### src/pcgc_pkg.sv
// Purpose: constants and types for the power and clock gating control block
// Assumes: 8-bit registers at byte offsets on a plain strobe port
// Notes: peripheral order is uart, spi, iic, converter, rtc
// Summary of operation
// [RULE1] The low two bits of the power mode register pick the power mode and reset to zero.
// [RULE2] Mode code three is total power-down, which also silences brownout and comparators.
// [RULE3] Two spare flags at bits 2 and 3 are read and written freely and steer nothing.
// [RULE4] The brownout interrupt is raised only while bit 4 of the power mode register is one.
// [RULE5] Bit 6 routes serial control bit 7 to the serial mode bit or to the framing error flag.
// [RULE6] Bit 7 passes each Timer 1 overflow to the UART, else only every second one.
// [RULE7] Bit 1 of the gating register stops the UART clock.
// [RULE8] Either power-down mode stops the UART clock whatever bit 1 says.
// [RULE9] Bit 2 stops the SPI clock, and either power-down mode stops it too.
// [RULE10] Bit 3 stops the I2C clock, and either power-down mode stops it too.
// [RULE11] Bit 4 stops the converter clock; software should also clear the converter enables.
// [RULE12] Bit 5 powers the voltage comparators down.
// [RULE13] Software disables the comparators before it sets the comparator power-off bit.
// [RULE14] Bit 7 of the gating register stops the real-time clock.
// [RULE15] Reserved bits of both registers ignore writes and read as zero.
package pcgc_pkg;
    // ------------------------------------------------------------
    // register map
    // ------------------------------------------------------------
    localparam logic [7:0] power_mode_control_offset = 8'h87;
    localparam logic [7:0] peripheral_power_gating_offset = 8'hB5;
    localparam logic [7:0] power_mode_control_reset = 8'h00;
    localparam logic [7:0] peripheral_power_gating_reset = 8'h00;
    localparam logic [7:0] power_mode_control_wmask = 8'hDF;
    localparam logic [7:0] peripheral_power_gating_wmask = 8'hBE;

    // ------------------------------------------------------------
    // field positions
    // ------------------------------------------------------------
    localparam int power_mode_bit_low = 0;
    localparam int power_mode_bit_high = 1;
    localparam int spare_flag_a = 2;
    localparam int spare_flag_b = 3;
    localparam int brownout_irq_enable = 4;
    localparam int framing_error_select = 6;
    localparam int baud_double = 7;
    localparam int uart_clock_off = 1;
    localparam int spi_clock_off = 2;
    localparam int iic_clock_off = 3;
    localparam int converter_clock_off = 4;
    localparam int comparator_power_off = 5;
    localparam int rtc_clock_off = 7;

    // ------------------------------------------------------------
    // mode codes and peripheral indices
    // ------------------------------------------------------------
    localparam logic [1:0] mode_normal = 2'h0;
    localparam logic [1:0] mode_power_down = 2'h2;
    localparam logic [1:0] mode_total_power_down = 2'h3;
    localparam int periph_count = 5;
    localparam int periph_uart = 0;
    localparam int periph_spi = 1;
    localparam int periph_iic = 2;
    localparam int periph_converter = 3;
    localparam int periph_rtc = 4;
    // peripherals stopped by either power-down mode
    localparam logic [periph_count-1:0] forced_off_mask = 5'h07;
    localparam logic [periph_count-1:0] clock_run_reset = 5'h1F;

    typedef enum logic [1:0] {
        pcgc_mode_normal_type_v = 2'h0,
        pcgc_mode_other_type_v = 2'h1,
        pcgc_mode_pd_type_v = 2'h2,
        pcgc_mode_tpd_type_v = 2'h3
    } pcgc_mode_type;
endpackage

### src/pcgc_ctrl_if.sv
// Purpose: signals between the register core and its gating helpers
// Assumes: one clock domain
// Notes: clock_run bits are enables, not clocks
`timescale 1ns/1ns
interface pcgc_ctrl_if;
    logic [pcgc_pkg::periph_count-1:0] clock_off;
    logic power_down_any;
    logic [pcgc_pkg::periph_count-1:0] clock_run;
    logic baud_double;
    logic t1_overflow;
    logic uart_baud_tick;

    modport core (
        output clock_off,
        output power_down_any,
        input clock_run,
        output baud_double,
        output t1_overflow,
        input uart_baud_tick
    );
    modport gate (
        input clock_off,
        input power_down_any,
        output clock_run
    );
    modport baud (
        input baud_double,
        input t1_overflow,
        output uart_baud_tick
    );
endinterface

### src/pcgc_baud.sv
// Purpose: optional halving of the Timer 1 overflow before the UART
// Assumes: t1_overflow is a one-cycle pulse on the same clock
// Notes: the halver phase is kept while doubling is on
`timescale 1ns/1ns
module pcgc_baud (
    input wire logic clock,
    input wire logic rst,
    pcgc_ctrl_if.baud ctrl
);
    typedef struct packed {
        logic phase;
        logic tick;
    } pcgc_baud_state_type;

    pcgc_baud_state_type state;
    pcgc_baud_state_type next_state;

    // pass every overflow, or every second one
    always_comb begin
        next_state = state;
        next_state.tick = 1'b0;
        if (ctrl.t1_overflow) begin
            if (ctrl.baud_double) begin
                next_state.tick = 1'b1; // [RULE6]
            end else begin
                next_state.phase = !state.phase;
                next_state.tick = state.phase; // [RULE6]
            end
        end
    end

    // state register
    always_ff @(posedge clock) begin
        if (rst) begin
            state.phase <= 1'b0;
            state.tick <= 1'b0;
        end else begin
            state <= next_state;
        end
    end

    assign ctrl.uart_baud_tick = state.tick;
endmodule

### src/pcgc_gate.sv
// Purpose: registered run enables for each gated peripheral clock
// Assumes: clock_off and power_down_any come from the same clock
// Notes: one cycle from a register change to the enable
`timescale 1ns/1ns
module pcgc_gate (
    input wire logic clock,
    input wire logic rst,
    pcgc_ctrl_if.gate ctrl
);
    typedef struct packed {
        logic [pcgc_pkg::periph_count-1:0] run;
    } pcgc_gate_state_type;

    pcgc_gate_state_type state;
    pcgc_gate_state_type next_state;

    // ------------------------------------------------------------
    // per-peripheral enable
    // ------------------------------------------------------------
    logic [pcgc_pkg::periph_count-1:0] run_want;

    // each clock runs unless its own bit or a forced power-down stops it
    for (genvar i = 0; i < pcgc_pkg::periph_count; i++) begin : g_run
        assign run_want[i] = !ctrl.clock_off[i] &&
            !(ctrl.power_down_any && pcgc_pkg::forced_off_mask[i]); // [RULE8]
    end

    // next state
    always_comb begin
        next_state = state;
        next_state.run = run_want; // [RULE7] [RULE9] [RULE10] [RULE11] [RULE14]
    end

    // state register
    always_ff @(posedge clock) begin
        if (rst) begin
            state.run <= pcgc_pkg::clock_run_reset;
        end else begin
            state <= next_state;
        end
    end

    assign ctrl.clock_run = state.run;
endmodule

### src/pcgc_top.sv
// Purpose: power mode and peripheral clock gating registers
// Assumes: brownout_detect is asynchronous, other inputs share clock
// Notes: peripheral clocks leave as run enables, one per block
`timescale 1ns/1ns
module pcgc_top #(
    parameter int ADDR_W = 8
) (
    input wire logic clock,
    input wire logic rst,
    input wire logic [ADDR_W-1:0] reg_addr,
    input wire logic [7:0] reg_wdata,
    input wire logic reg_write,
    input wire logic reg_read,
    output logic [7:0] reg_rdata,
    output logic [1:0] power_mode,
    output logic power_down_active,
    output logic total_power_down,
    input wire logic brownout_detect,
    output logic brownout_irq,
    output logic brownout_reset_req,
    input wire logic comparator_irq_in,
    output logic comparator_irq,
    output logic comparator_power_on,
    input wire logic serial_mode_bit,
    input wire logic framing_error_flag,
    input wire logic serial_bit7_write,
    input wire logic serial_bit7_wdata,
    output logic serial_bit7_rdata,
    output logic serial_mode_write,
    output logic framing_error_write,
    output logic serial_bit7_wvalue,
    input wire logic t1_overflow,
    output logic uart_baud_tick,
    output logic uart_clock_run,
    output logic spi_clock_run,
    output logic iic_clock_run,
    output logic converter_clock_run,
    output logic rtc_clock_run
);
    // ------------------------------------------------------------
    // elaboration check
    // ------------------------------------------------------------
    if (ADDR_W < 8) begin : g_addr_check
        $error("pcgc_top needs at least 8 address bits");
    end

    // ------------------------------------------------------------
    // state
    // ------------------------------------------------------------
    typedef struct packed {
        logic [7:0] power_mode_control;
        logic [7:0] peripheral_power_gating;
        logic [7:0] rdata;
        logic bo_meta;
        logic bo_sync;
        logic bo_irq;
        logic bo_reset;
        logic cmp_irq;
        logic sm_write;
        logic fe_write;
        logic bit7_wvalue;
        logic bit7_rdata;
    } pcgc_top_state_type;

    pcgc_top_state_type state;
    pcgc_top_state_type next_state;

    pcgc_ctrl_if ctrl ();

    // ------------------------------------------------------------
    // decode
    // ------------------------------------------------------------
    logic hit_pmc;
    logic hit_ppg;
    logic [1:0] mode;
    logic in_total_pd;
    logic in_any_pd;

    // address match on the printed offsets, upper bits must be zero
    assign hit_pmc = reg_addr ==
        ADDR_W'(pcgc_pkg::power_mode_control_offset);
    assign hit_ppg = reg_addr ==
        ADDR_W'(pcgc_pkg::peripheral_power_gating_offset);

    // mode field and its decodes
    assign mode = {
        state.power_mode_control[pcgc_pkg::power_mode_bit_high],
        state.power_mode_control[pcgc_pkg::power_mode_bit_low]
    }; // [RULE1]
    assign in_total_pd = mode == pcgc_pkg::mode_total_power_down; // [RULE2]
    assign in_any_pd = in_total_pd ||
        (mode == pcgc_pkg::mode_power_down); // [RULE8]

    // ------------------------------------------------------------
    // next state
    // ------------------------------------------------------------
    always_comb begin
        next_state = state;

        // register writes, reserved bits held at zero
        if (reg_write && hit_pmc) begin
            next_state.power_mode_control =
                reg_wdata & pcgc_pkg::power_mode_control_wmask; // [RULE15]
        end
        if (reg_write && hit_ppg) begin
            next_state.peripheral_power_gating =
                reg_wdata & pcgc_pkg::peripheral_power_gating_wmask; // [RULE15]
        end

        // read data for the following cycle only, zero if unmapped
        next_state.rdata = 8'h00;
        if (reg_read && hit_pmc) begin
            next_state.rdata = state.power_mode_control; // [RULE3]
        end else if (reg_read && hit_ppg) begin
            next_state.rdata = state.peripheral_power_gating;
        end

        // brownout synchroniser, second stage alone is read
        next_state.bo_meta = brownout_detect;
        next_state.bo_sync = state.bo_meta;

        // brownout paths are dead in total power-down
        next_state.bo_irq = state.bo_sync && !in_total_pd &&
            state.power_mode_control[pcgc_pkg::brownout_irq_enable]; // [RULE4]
        next_state.bo_reset = state.bo_sync && !in_total_pd; // [RULE2]

        // comparator interrupts masked when powered off
        next_state.cmp_irq = comparator_irq_in && !in_total_pd &&
            !state.peripheral_power_gating[pcgc_pkg::comparator_power_off];

        // serial control bit 7 routing
        next_state.sm_write = serial_bit7_write &&
            !state.power_mode_control[pcgc_pkg::framing_error_select]; // [RULE5]
        next_state.fe_write = serial_bit7_write &&
            state.power_mode_control[pcgc_pkg::framing_error_select]; // [RULE5]
        next_state.bit7_wvalue = serial_bit7_wdata;
        next_state.bit7_rdata =
            state.power_mode_control[pcgc_pkg::framing_error_select] ?
            framing_error_flag : serial_mode_bit; // [RULE5]
    end

    // ------------------------------------------------------------
    // state register
    // ------------------------------------------------------------
    always_ff @(posedge clock) begin
        if (rst) begin
            state.power_mode_control <= pcgc_pkg::power_mode_control_reset;
            state.peripheral_power_gating <=
                pcgc_pkg::peripheral_power_gating_reset;
            state.rdata <= 8'h00;
            state.bo_meta <= 1'b0;
            state.bo_sync <= 1'b0;
            state.bo_irq <= 1'b0;
            state.bo_reset <= 1'b0;
            state.cmp_irq <= 1'b0;
            state.sm_write <= 1'b0;
            state.fe_write <= 1'b0;
            state.bit7_wvalue <= 1'b0;
            state.bit7_rdata <= 1'b0;
        end else begin
            state <= next_state;
        end
    end

    // ------------------------------------------------------------
    // helpers
    // ------------------------------------------------------------
    // gate bits gathered in peripheral order
    assign ctrl.clock_off[pcgc_pkg::periph_uart] =
        state.peripheral_power_gating[pcgc_pkg::uart_clock_off]; // [RULE7]
    assign ctrl.clock_off[pcgc_pkg::periph_spi] =
        state.peripheral_power_gating[pcgc_pkg::spi_clock_off]; // [RULE9]
    assign ctrl.clock_off[pcgc_pkg::periph_iic] =
        state.peripheral_power_gating[pcgc_pkg::iic_clock_off]; // [RULE10]
    assign ctrl.clock_off[pcgc_pkg::periph_converter] =
        state.peripheral_power_gating[pcgc_pkg::converter_clock_off]; // [RULE11]
    assign ctrl.clock_off[pcgc_pkg::periph_rtc] =
        state.peripheral_power_gating[pcgc_pkg::rtc_clock_off]; // [RULE14]
    assign ctrl.power_down_any = in_any_pd;
    assign ctrl.baud_double =
        state.power_mode_control[pcgc_pkg::baud_double];
    assign ctrl.t1_overflow = t1_overflow;

    pcgc_gate u_gate (
        .clock(clock),
        .rst(rst),
        .ctrl(ctrl.gate)
    );

    pcgc_baud u_baud (
        .clock(clock),
        .rst(rst),
        .ctrl(ctrl.baud)
    );

    // ------------------------------------------------------------
    // outputs
    // ------------------------------------------------------------
    assign reg_rdata = state.rdata;
    assign power_mode = mode;
    assign power_down_active = in_any_pd;
    assign total_power_down = in_total_pd;
    assign brownout_irq = state.bo_irq;
    assign brownout_reset_req = state.bo_reset;
    assign comparator_irq = state.cmp_irq;
    // software has quiesced the comparators before this bit goes high
    assign comparator_power_on = !in_total_pd &&
        !state.peripheral_power_gating[pcgc_pkg::comparator_power_off]; // [RULE12] [RULE13]
    assign serial_bit7_rdata = state.bit7_rdata;
    assign serial_mode_write = state.sm_write;
    assign framing_error_write = state.fe_write;
    assign serial_bit7_wvalue = state.bit7_wvalue;
    assign uart_baud_tick = ctrl.uart_baud_tick;
    assign uart_clock_run = ctrl.clock_run[pcgc_pkg::periph_uart];
    assign spi_clock_run = ctrl.clock_run[pcgc_pkg::periph_spi];
    assign iic_clock_run = ctrl.clock_run[pcgc_pkg::periph_iic];
    assign converter_clock_run = ctrl.clock_run[pcgc_pkg::periph_converter];
    assign rtc_clock_run = ctrl.clock_run[pcgc_pkg::periph_rtc];
endmodule

### config.mk
export PLATFORM = sky130hd
export DESIGN_NAME = pcgc_top
export DESIGN_NICKNAME = d
export VERILOG_FILES = /design/src/pcgc_pkg.sv /design/src/pcgc_ctrl_if.sv /design/src/pcgc_baud.sv /design/src/pcgc_gate.sv /design/src/pcgc_top.sv
export SDC_FILE = /design/constraint.sdc
export NUM_CORES = 1
export LEC_CHECK = 0
export BUFFER_PORTS_ARGS = -buffer_cell sky130_fd_sc_hd__buf_4
export CORE_ASPECT_RATIO = 0.9
export CORE_MARGIN = 4
export CORE_UTILIZATION = 40
export CTS_CLUSTER_DIAMETER = 60
export DETAILED_ROUTE_END_ITERATION = 7
export PLACE_DENSITY_LB_ADDON = 0.05
export SKIP_CTS_REPAIR_TIMING = 1
export SLEW_MARGIN = 20
export SYNTH_ARGS = -nofsm -noshare
export SYNTH_HDL_FRONTEND = slang
export SYNTH_SLANG_ARGS = --single-unit
export TNS_END_PERCENT = 1
### constraint.sdc
create_clock -name clock -period 1.2 [get_ports clock]
set_input_delay 0.24 -clock clock [delete_from_list [all_inputs] [get_ports clock]]
set_output_delay 0.24 -clock clock [all_outputs]
set_load 0.02 [all_outputs]
### After elaboration in Yosys (flattened, before gate mapping)

Cells that the tools add are included.

| word-level totals | value |
|---|---|
| logic and storage cells | 55 |
| input port bits | 27 |
| bits in registers | 37 |

| operators by class | value |
|---|---|
| mux-type cells | 4 |
| bitwise logic cells | 3 |
| reduce and logical (&&, ||, !) cells | 28 |
| equal/unequal tests | 4 |

Operators with widths:

| cell | count |
|---|---|
| $eq 8x8->1 const B | 2 |
| $mux 8 | 2 |
| $logic_and 1x1->1 | 14 |
| $logic_not 1->1 | 10 |
| $eq 2x2->1 const B | 2 |
| $not 1->1 | 3 |
| $reduce_or 3->1 | 1 |
| $mux 1 | 2 |
| $reduce_and 2->1 | 1 |
| $reduce_or 2->1 | 1 |
| $logic_or 1x1->1 | 1 |

### Longest topological paths before layout

Gate-level depths: netlist (run 1).

| logic depth | value |
|---|---|
| depth in word-level cells | 4 |
| mapped depth | 5 |

### Hierarchy

From an unflattened synthesis (run 1), not the netlist that was laid out.

| unflattened totals | value |
|---|---|
| cell total of the unflattened synthesis | 132 |
| area total of the unflattened synthesis | 1446.4 um^2 |

By module, submodules not included:

| module | cells an instance | area each (um^2) | sequential area each (um^2) | times used |
|---|---|---|---|---|
| pcgc_top | 114 | 1226.2 | 600.6 | 1 |
| pcgc_gate | 10 | 135.1 | 100.1 | 1 |
| pcgc_baud | 8 | 85.1 | 40.0 | 1 |

### Worst setup path before layout (run 1)

No wires, ideal clock.

| timing | value |
|---|---|
| path kind | reg2out |
| start | register state (netlist bit power_mode[1]) |
| end | output port comparator_power_on |
| stages on the path, launching flop included | 3 |
| buffers on the path | 0 |
| slack | 0.043 ns |
| arrival | 0.917 ns |
| required time | 0.960 ns |
| cell sequence | dfxtp_1 and2_1 nor2_1 |

| between the ends | value |
|---|---|
| longest elaborated chain between the ends | 3 |

Ends and longest elaborated chain:

| item | line | RTL |
|---|---|---|
| start, declared | pcgc_top.sv:65 | `pcgc_top_state_type state;` |
| start signal, assigned | pcgc_top.sv:161 | `state <= next_state;` |
| $eq 2x2->1 | pcgc_top.sv:90 | `assign in_total_pd = mode == pcgc_pkg::mode_total_power_down;` |
| via total_power_down | pcgc_top.sv:17 | `output logic total_power_down,` |
| $logic_not 1->1 | pcgc_top.sv:207 | `assign comparator_power_on = !in_total_pd &&` |
| $logic_and 1x1->1 | pcgc_top.sv:207 |  |
| end, declared | pcgc_top.sv:23 | `output logic comparator_power_on,` |

The timed path passes the listed nets, and every way through them passes these cells.

### Worst setup path in the final report (run 1)

| timing | value |
|---|---|
| start | register state (netlist bit power_mode[1]) |
| end | output port comparator_power_on |

| between the ends | value |
|---|---|
| longest elaborated chain between the ends | 3 |

Ends and longest elaborated chain:

| item | line |
|---|---|
| $eq 2x2->1 | pcgc_top.sv:90 |
| $logic_not 1->1 | pcgc_top.sv:207 |
| $logic_and 1x1->1 | pcgc_top.sv:207 |

No other way between the ends.

==> results of run 1 <==
-- path summary, 6_finish.rpt --
kind / to / slack (ns) / cells past startpoint
max: comparator_power_on / -0.002 / 3
min: serial_bit7_wvalue / 0.17 / 2
max reg2reg: brownout_irq / 0.27 / 4
min reg2reg: u_gate.ctrl.clock_run[3] / 0.43 / 1
-- kinds of logic after synthesis --
group	share of synthesized area, %
flops	52.3
xor+xnor	0.618
compound gates	4.24
simple gates	24.3
buf+inv	8.74
mux	9.88
-- per-stage QoR --
stage / power, W / TNS [ns]
floorplan: 0.00135 / 0
global placement: 0.00144 / -0.0232
detailed placement: 0.00145 / -0.380
CTS: 0.00221 / -0.141
global route: 0.00230 / -0.110
finish: 0.00218 / -0.00214
-- final cells by class --
class                           count  share of cell area (%)
Tap cell                           44                    2.94
Sequential cell                    37                    39.7
Clock inverter                      1                   0.267
Timing Repair Buffer               58                    23.4
Multi-Input combinational cell     76                    30.0
Clock buffer                        5                    3.67
-- state kept, by name, summed over array words and instances (netlist names) --
register                    count
comparator_irq                  1
ctrl.baud_double                1
power_mode                      2
brownout_irq                    1
ctrl.clock_off                  5
u_baud.state                    1
framing_error_write             1
u_gate.ctrl.clock_run           5
reg_rdata                       8
brownout_reset_req              1
serial_bit7_rdata               1
serial_bit7_wvalue              1
next_state                      1
serial_mode_write               1
u_baud.ctrl.uart_baud_tick      1
state                           6
-- power by group --
part	switching, W	total, W	internal, W
Sequential	0.00000593	0.00125	0.00124
Clock	0.000384	0.000765	0.000381
Combinational	0.0000633	0.000166	0.000102
Total	0.000453	0.00218	0.00173
-- metal layers --
metal,wire length [um],part of all wire [%],up-vias
met5,0,0,-
met3,227,7.9,2
met4,19,0.66,0
li1,-,-,517
met1,1200,42,482
met2,1420,50,34
-- cells in the final DEF (no fill, tap or decap), types with 2 or more instances in the layout --
cell,count
clkbuf_8,5
dfxtp_2,2
and3_1,4
nor2b_1,4
dfxtp_1,35
buf_4,57
and3b_1,2
and4bb_2,2
nor3b_1,2
a22oi_1,5
nand2b_1,21
mux2i_1,14
o21bai_1,3
nor2_1,9
==> impl_metrics.json, run 1 <==
{
  "outcome": "finished with violations",
  "violations": "setup timing",
  "power.leakage_nw": 0.850,
  "endpoint_kind": "output pin",
  "syn_inst": 131,
  "cp.arrival_ns": 0.96,
  "io_buffers": 52,
  "finalCritPeriodShare_pct": 100,
  "start_util_pct": 41.7,
  "die_x_um": 70.8,
  "fmax_mhz": 832,
  "die_h_um": 64.5,
  "cap_violations": 0,
  "synth_ff_type": "dfxtp_1",
  "grt_pass1_vias": 1045,
  "power.density_nw_per_um2": 1160,
  "clock_sinks": 37,
  "areaGrowthSynthToFinish_pct": 32.2,
  "yosysTopAreaCellShare_pct": 52.3,
  "timing.hold.ws_ns": 0.173,
  "report.final.hold_viol_count": 0,
  "drtIter0Drc": 53,
  "hold_path_class": "input port to flop",
  "instances_no_fill": 221,
  "ir_worst_vdd_uv": 667,
  "worstMarginPinSlew_ns": 0.247,
  "busiest_layer": "met2",
  "critPathMaxStageDelay_ns": 0.32,
  "use_met2_pct": 22.9,
  "worst-path-max-fanout": 3,
  "nets": 205,
  "grt_util_all_layers_pct": 13.9,
  "synthTopCellsByArea": "dfxtp_1 (52%), mux2i_1 (9.9%), nand2b_1 (9.3%)",
  "synth-seq-cells": 37,
  "firstDrtPassIters": 4,
  "io_pins": 53,
  "slew_headroom_pct": 83.5,
  "cts_htree_levels": 2,
  "crit_chain": "and2_4 -> nor2_4 -> buf_6",
  "cts_buffers": 5,
  "drive_above_1_share_pct": 41.2,
  "place.gp.congestion": 0.799,
  "globalRouteMet1Util_pct": 15.6,
  "routed_wl_mm": 2.87,
  "antenna_cells": 0,
  "tritoncts": "yes",
  "fillers": 340,
  "dpl_cell_area_um2": 1780,
  "yosysSeqAreaShare_pct": 52.3,
  "async_flop_share_pct": 0,
  "antenna_found_initial": 0,
  "crit_path_top_delay_cell": "dfxtp_2",
  "grt_pass1_wl_mm": 4.87,
  "yosysWarnings": 0,
  "critPathKind": "flop to output pin",
  "critPathLaunchType": "flop",
  "required_ns": 0.96,
  "clk_latency_ns": 0.28,
  "clock-root-buffer": "clkbuf_8",
  "utilization_pct": 55.1,
  "setup_viol_count_final": 1,
  "syn_area_um2": 1420,
  "fin_worst_skew_ns": 0.00403,
  "register_area_um2": 743,
  "viasPerCell": 4.68,
  "hp-start": "serial_bit7_wdata",
  "ant_nets": 0,
  "wl_per_cell_um": 13.0,
  "multi_input_area_um2": 563,
  "synth_largest_area_cell": "dfxtp_1",
  "core-area_um2": 3400,
  "rsz0062_at_grt": "true",
  "drc": 0,
  "cp-startpoint": "power_mode[1]",
  "gr-usage-met3_pct": 6.98,
  "cpLargestDelayFamily": "flip-flops",
  "fin_area_um2": 1870,
  "synth-edff-count": 0,
  "die-area_um2": 4560,
  "timing.rr.start": "power_mode[1]",
  "setup_ws_ns": -0.00214,
  "dpl.hpwl_mm": 2.16,
  "overflow": 0,
  "cp.buffers_inverters": 1,
  "place_ws_ns": -0.0455,
  "clk_pin_slew_worst_paths_ns": 0.07,
  "vias": 1035,
  "synthTopCellsByCount": "dfxtp_1 (37), nand2b_1 (21), mux2i_1 (14)",
  "slew_violations": 0,
  "clk_path_buf_depth": 2,
  "avgSynthCellArea_um2": 10.8,
  "yosysMostFrequentCell": "dfxtp_1",
  "synthDistinctLibCells": 22,
  "grt_max_degree": 27,
  "rows": 20,
  "fin_crit_ns": 1.20,
  "synthesis.nets": 158,
  "place_inst": 214
}
No activity file was read; power rests on OpenSTA's default activity.
==> run 2: changes to the inputs <==
--- a/config.mk
+++ b/config.mk
@@ -12,7 +12,6 @@
 export CTS_CLUSTER_DIAMETER = 60
 export DETAILED_ROUTE_END_ITERATION = 7
 export PLACE_DENSITY_LB_ADDON = 0.05
-export SKIP_CTS_REPAIR_TIMING = 1
 export SLEW_MARGIN = 20
 export SYNTH_ARGS = -nofsm -noshare
 export SYNTH_HDL_FRONTEND = slang
==> run 2 against run 1 <==
The run now ends clean. Worst setup slack gained 0.0082 ns. Clock skew grew 0.00084 ns. Flip-flop and latch count is the same.
==> impl_metrics.json, run 2 (synthesis gave the netlist of run 1 again) <==
{
  "cts_buffers": 5,
  "timing.rr.start": "power_mode[1]",
  "worstMarginPinSlew_ns": 0.249,
  "cap_violations": 0,
  "worst-path-max-fanout": 3,
  "hold_path_class": "input port to flop",
  "crit_path_top_delay_cell": "dfxtp_2",
  "drc": 0,
  "fmax_mhz": 838,
  "areaGrowthSynthToFinish_pct": 32.5,
  "viasPerCell": 4.70,
  "final_cell_mix": "buf_4 (56), dfxtp_1 (35), nand2b_1 (21)",
  "power.density_nw_per_um2": 1160,
  "dpl.hpwl_mm": 2.16,
  "critPathLaunchType": "flop",
  "outcome": "finished clean",
  "reg2reg_slack_ns": 0.27,
  "io_pins": 53,
  "setup_viol_count_final": 0,
  "grt_pass1_vias": 1050,
  "slew_violations": 0,
  "clk_latency_ns": 0.28,
  "layout_commonest_cell": "buf_4",
  "cts_htree_levels": 2,
  "die-area_um2": 4560,
  "largest_reg_flops": 8,
  "grt_max_degree": 27,
  "vias": 1039,
  "fillers": 339,
  "finalCritPeriodShare_pct": 99.5,
  "place.gp.congestion": 0.799,
  "overflow": 0,
  "grt_util_all_layers_pct": 14.0,
  "min_to": "serial_bit7_wvalue",
  "ir_worst_vdd_uv": 667,
  "multi_input_area_um2": 563,
  "cts_hold_buf": 0,
  "start_util_pct": 41.7,
  "power.leakage_nw": 0.851,
  "antenna_cells": 0,
  "routed_wl_mm": 2.87,
  "timing.rr.end": "brownout_irq",
  "required_ns": 0.96,
  "clock-root-buffer": "clkbuf_8",
  "cpLargestDelayFamily": "flip-flops",
  "register_area_um2": 743,
  "endpoint_kind": "output pin",
  "die_h_um": 64.5,
  "antenna_found_initial": 0,
  "drive_above_1_share_pct": 41.2,
  "io_buffers": 52,
  "drtIter0Drc": 51,
  "ant_nets": 0,
  "report.final.hold_viol_count": 0,
  "tritoncts": "yes",
  "holdPathStages": 2,
  "slew_headroom_pct": 83.3,
  "clk_pin_slew_worst_paths_ns": 0.06,
  "firstDrtPassIters": 4,
  "reg2regPathDepth": 4,
  "critPathMaxStageDelay_ns": 0.32,
  "die_x_um": 70.8,
  "clock_sinks": 37,
  "total_power_w": 0.00218,
  "cp-startpoint": "power_mode[0]",
  "rsz0062_at_grt": "true",
  "hp-start": "serial_bit7_wdata",
  "core-area_um2": 3400,
  "fin_crit_ns": 1.19,
  "wl_per_cell_um": 13.0,
  "fin_worst_skew_ns": 0.00487,
  "cp.arrival_ns": 0.95,
  "timing.hold.ws_ns": 0.173,
  "clk_path_buf_depth": 2,
  "nets": 205,
  "critPathKind": "flop to output pin",
  "cp.buffers_inverters": 1,
  "utilization_pct": 55.2,
  "crit_chain": "and2_4 -> nor2_4 -> buf_6",
  "rows": 20,
  "grt_pass1_wl_mm": 4.91
}
## run 2: cell count changes in the layout (fill, tap and decap cells not counted)
cell / previous run / this run
buf_4: 57 / 56
buf_6: 1 / 2
## run 2: worst max path at each step
stage / cells past startpoint / slack, ns / end
2_1_floorplan: 2 / 0.04 / comparator_power_on
3_3_place_gp: 4 / -0.005 / state[29]
3_5_place_dp: 4 / -0.05 / ctrl.clock_off[0]
4_1_cts: 3 / -0.002 / comparator_power_on
5_1_grt: 3 / -0.06 / comparator_power_on
6_report: 3 / 0.006 / comparator_power_on
## run 2: layout make-up
type                       instances  share of cell area (%)
multi-input combinational         76                    30.0
clock inverter                     1                   0.266
sequential                        37                    39.6
timing repair buffer              58                    23.6
clock buffer                       5                    3.66
tap                               44                    2.93
## run 2: stage by stage
| stage | setup TNS, ns | setup slack, ns | std cells | instance area (um2) |
|---|---|---|---|---|
| global placement | -0.0232 | -0.00541 | 214 | 1780 |
| detailed placement | -0.380 | -0.0455 | 214 | 1780 |
| global route | -0.0803 | -0.0552 | 221 | 1880 |
| finish | 0 | 0.00604 | 221 | 1880 |
| floorplan | 0 | 0.0431 | 131 | 1420 |
| CTS | -0.00201 | -0.00201 | 221 | 1870 |
## run 2: what timing repair did
action,4_1_cts,5_1_grt
cloned,0,0
setup endpoints to repair,2,4
buffers inserted,1,0
pin swaps,1,0
resized for setup,5,2
## run 2: power breakdown
group	internal (W)	switching [W]
clock network	0.000381	0.000379
logic	0.000102	0.0000634
registers	0.00124	0.00000593
total	0.00173	0.000449
## run 2: metal layers
| layer | wire [um] | track usage, % | vias to the layer above |
|---|---|---|---|
| met1 | 1190 | 15.6 | 483 |
| met5 | 0 | 0 | - |
| met3 | 250 | 6.98 | 2 |
| met2 | 1410 | 23.1 | 36 |
| li1 | - | - | 518 |
| met4 | 19 | 4.93 | 0 |
==> run 3: changes to the inputs <==
--- a/config.mk
+++ b/config.mk
@@ -11,7 +11,7 @@
 export CORE_UTILIZATION = 40
 export CTS_CLUSTER_DIAMETER = 60
 export DETAILED_ROUTE_END_ITERATION = 7
-export PLACE_DENSITY_LB_ADDON = 0.05
+export PLACE_DENSITY = 0.71
 export SLEW_MARGIN = 20
 export SYNTH_ARGS = -nofsm -noshare
 export SYNTH_HDL_FRONTEND = slang
==> run 3 against run 2 <==
Core utilization is 0.11 points lower. Clock power is 1% lower. Sequential power hardly changed. Wire length is 4.5% lower. Die area stayed put. Register-to-register slack worse by 0.02 ns. Largest power group unchanged. Highest routed layer unchanged.
==> impl_metrics.json, run 3 (synthesis gave the netlist of run 1 again) <==
{
  "place.gp.congestion": 0.727,
  "place_inst": 213,
  "critPathKind": "flop to output pin",
  "areaGrowthSynthToFinish_pct": 32.2,
  "worstMarginPinSlew_ns": 0.241,
  "grt_pass1_vias": 1030,
  "total_power_w": 0.00217,
  "cts_hold_buf": 0,
  "required_ns": 0.96,
  "min_to": "serial_bit7_wvalue",
  "nets": 205,
  "fin_worst_skew_ns": 0.00346,
  "setup_ws_ns": 0.00177,
  "fmax_mhz": 835,
  "cap_violations": 0,
  "crit_chain": "and2_4 -> nor2_4 -> buf_6",
  "timing.rr.start": "power_mode[0]",
  "reg2reg_slack_ns": 0.25,
  "finalCritPeriodShare_pct": 99.9,
  "die-area_um2": 4560,
  "overflow": 0,
  "tritoncts": "yes",
  "die_x_um": 70.8,
  "critPathMaxStageDelay_ns": 0.32,
  "power.density_nw_per_um2": 1160,
  "finalSetupTns_ns": 0,
  "antenna_cells": 0,
  "clock-root-buffer": "clkbuf_8",
  "fin_crit_ns": 1.20,
  "viasPerCell": 4.56,
  "internal_power_w": 0.00173,
  "setup_viol_count_final": 0,
  "clk_path_buf_depth": 2,
  "layout_commonest_cell": "buf_4",
  "rsz0062_at_grt": "true",
  "cts_buffers": 5,
  "die_h_um": 64.5,
  "final_cell_mix": "buf_4 (57), dfxtp_1 (35), nand2b_1 (21)",
  "p_sw_share_pct": 20.3,
  "vias": 1007,
  "clk_pin_slew_worst_paths_ns": 0.06,
  "cts_htree_levels": 2,
  "clock_sinks": 37,
  "hp-start": "serial_bit7_wdata",
  "grt_util_all_layers_pct": 12.6,
  "slew_headroom_pct": 83.7,
  "outcome": "finished clean",
  "drive_above_1_share_pct": 41.2,
  "worst-path-max-fanout": 3,
  "reg2regPathDepth": 3,
  "power.leakage_nw": 0.850,
  "core-area_um2": 3400,
  "p_seq_share_pct": 57.7,
  "place_ws_ns": -0.0498,
  "wl_per_cell_um": 12.4,
  "grt_pass1_wl_mm": 4.48,
  "dpl.hpwl_mm": 2.09,
  "drc": 0,
  "critPathLaunchType": "flop",
  "antenna_found_initial": 0,
  "power_frac_comb_pct": 7.7,
  "crit_path_top_delay_cell": "dfxtp_2",
  "largest_reg_flops": 8,
  "drtIter0Drc": 25,
  "p_sw_w": 0.000440,
  "instances_no_fill": 221,
  "clk_latency_ns": 0.28,
  "endpoint_kind": "output pin",
  "rows": 20,
  "hold_path_class": "input port to flop",
  "holdPathStages": 2,
  "slew_violations": 0,
  "routed_wl_mm": 2.74,
  "start_util_pct": 41.7,
  "cp.arrival_ns": 0.96,
  "ant_nets": 0,
  "report.final.hold_viol_count": 0,
  "clock_power_share_pct": 34.6,
  "firstDrtPassIters": 4,
  "grt_max_degree": 25,
  "timing.rr.end": "comparator_irq",
  "ir_worst_vdd_uv": 767,
  "cp-startpoint": "power_mode[0]",
  "io_pins": 53,
  "io_buffers": 52
}
[run 3: layer usage]
layer  share of wire, %  track usage [%]  vias up
li1                   -                -      516
met1                 42             15.1      459
met2                 50             20.0       28
met3                6.5             4.81        4
met4                1.6             5.87        0
met5                  0                0        -
[run 3: worst max path at each step]
stage                               end  slack [ns]
floorplan           comparator_power_on        0.04
global placement              state[22]       0.006
detailed placement    ctrl.clock_off[2]       -0.05
CTS                 comparator_power_on      -0.006
global route        comparator_power_on       -0.04
finish              comparator_power_on       0.002
[run 3: what timing repair did]
action                                  in CTS  in global routing
endpoints found under the setup margin       2                  4
resized for setup                            5                  1
pin swaps                                    1                  0
buffers inserted                             2                  0
[run 3: critical path: cells and delay by family (launching register included)]
kind,cells,cell delay (ns)
buf+inv,1,0.12
flops,1,0.32
simple gates,2,0.24
[run 3: cell type report]
class | instances | area, um2
Tap cell | 44 | 55.1
Multi-Input combinational cell | 76 | 563
Timing Repair Buffer | 58 | 439
Clock inverter | 1 | 5.00
Fill cell | 321 | 1530
Sequential cell | 37 | 743
Clock buffer | 5 | 68.8
[run 3: per-stage QoR]
stage                     hold WS, ns  instance area [um2]  util, %
final                           0.171                 1870     55.1
after global routing            0.162                 1870     55.1
after CTS                       0.167                 1870     55.0
after detailed placement        0.413                 1770     52.0
after global placement          0.414                 1770     52.0
after floorplan                 0.368                 1420        -
[run 3: power by group through the flow]
stage	sequential [W]	clock (W)	combinational, W
3_5_place_dp	0.00128	0	0.000167
4_1_cts	0.00125	0.000780	0.000168
3_3_place_gp	0.00128	0	0.000163
6_report	0.00125	0.000751	0.000166
5_1_grt	0.00125	0.000830	0.000182
2_1_floorplan	0.00129	0	0.0000632
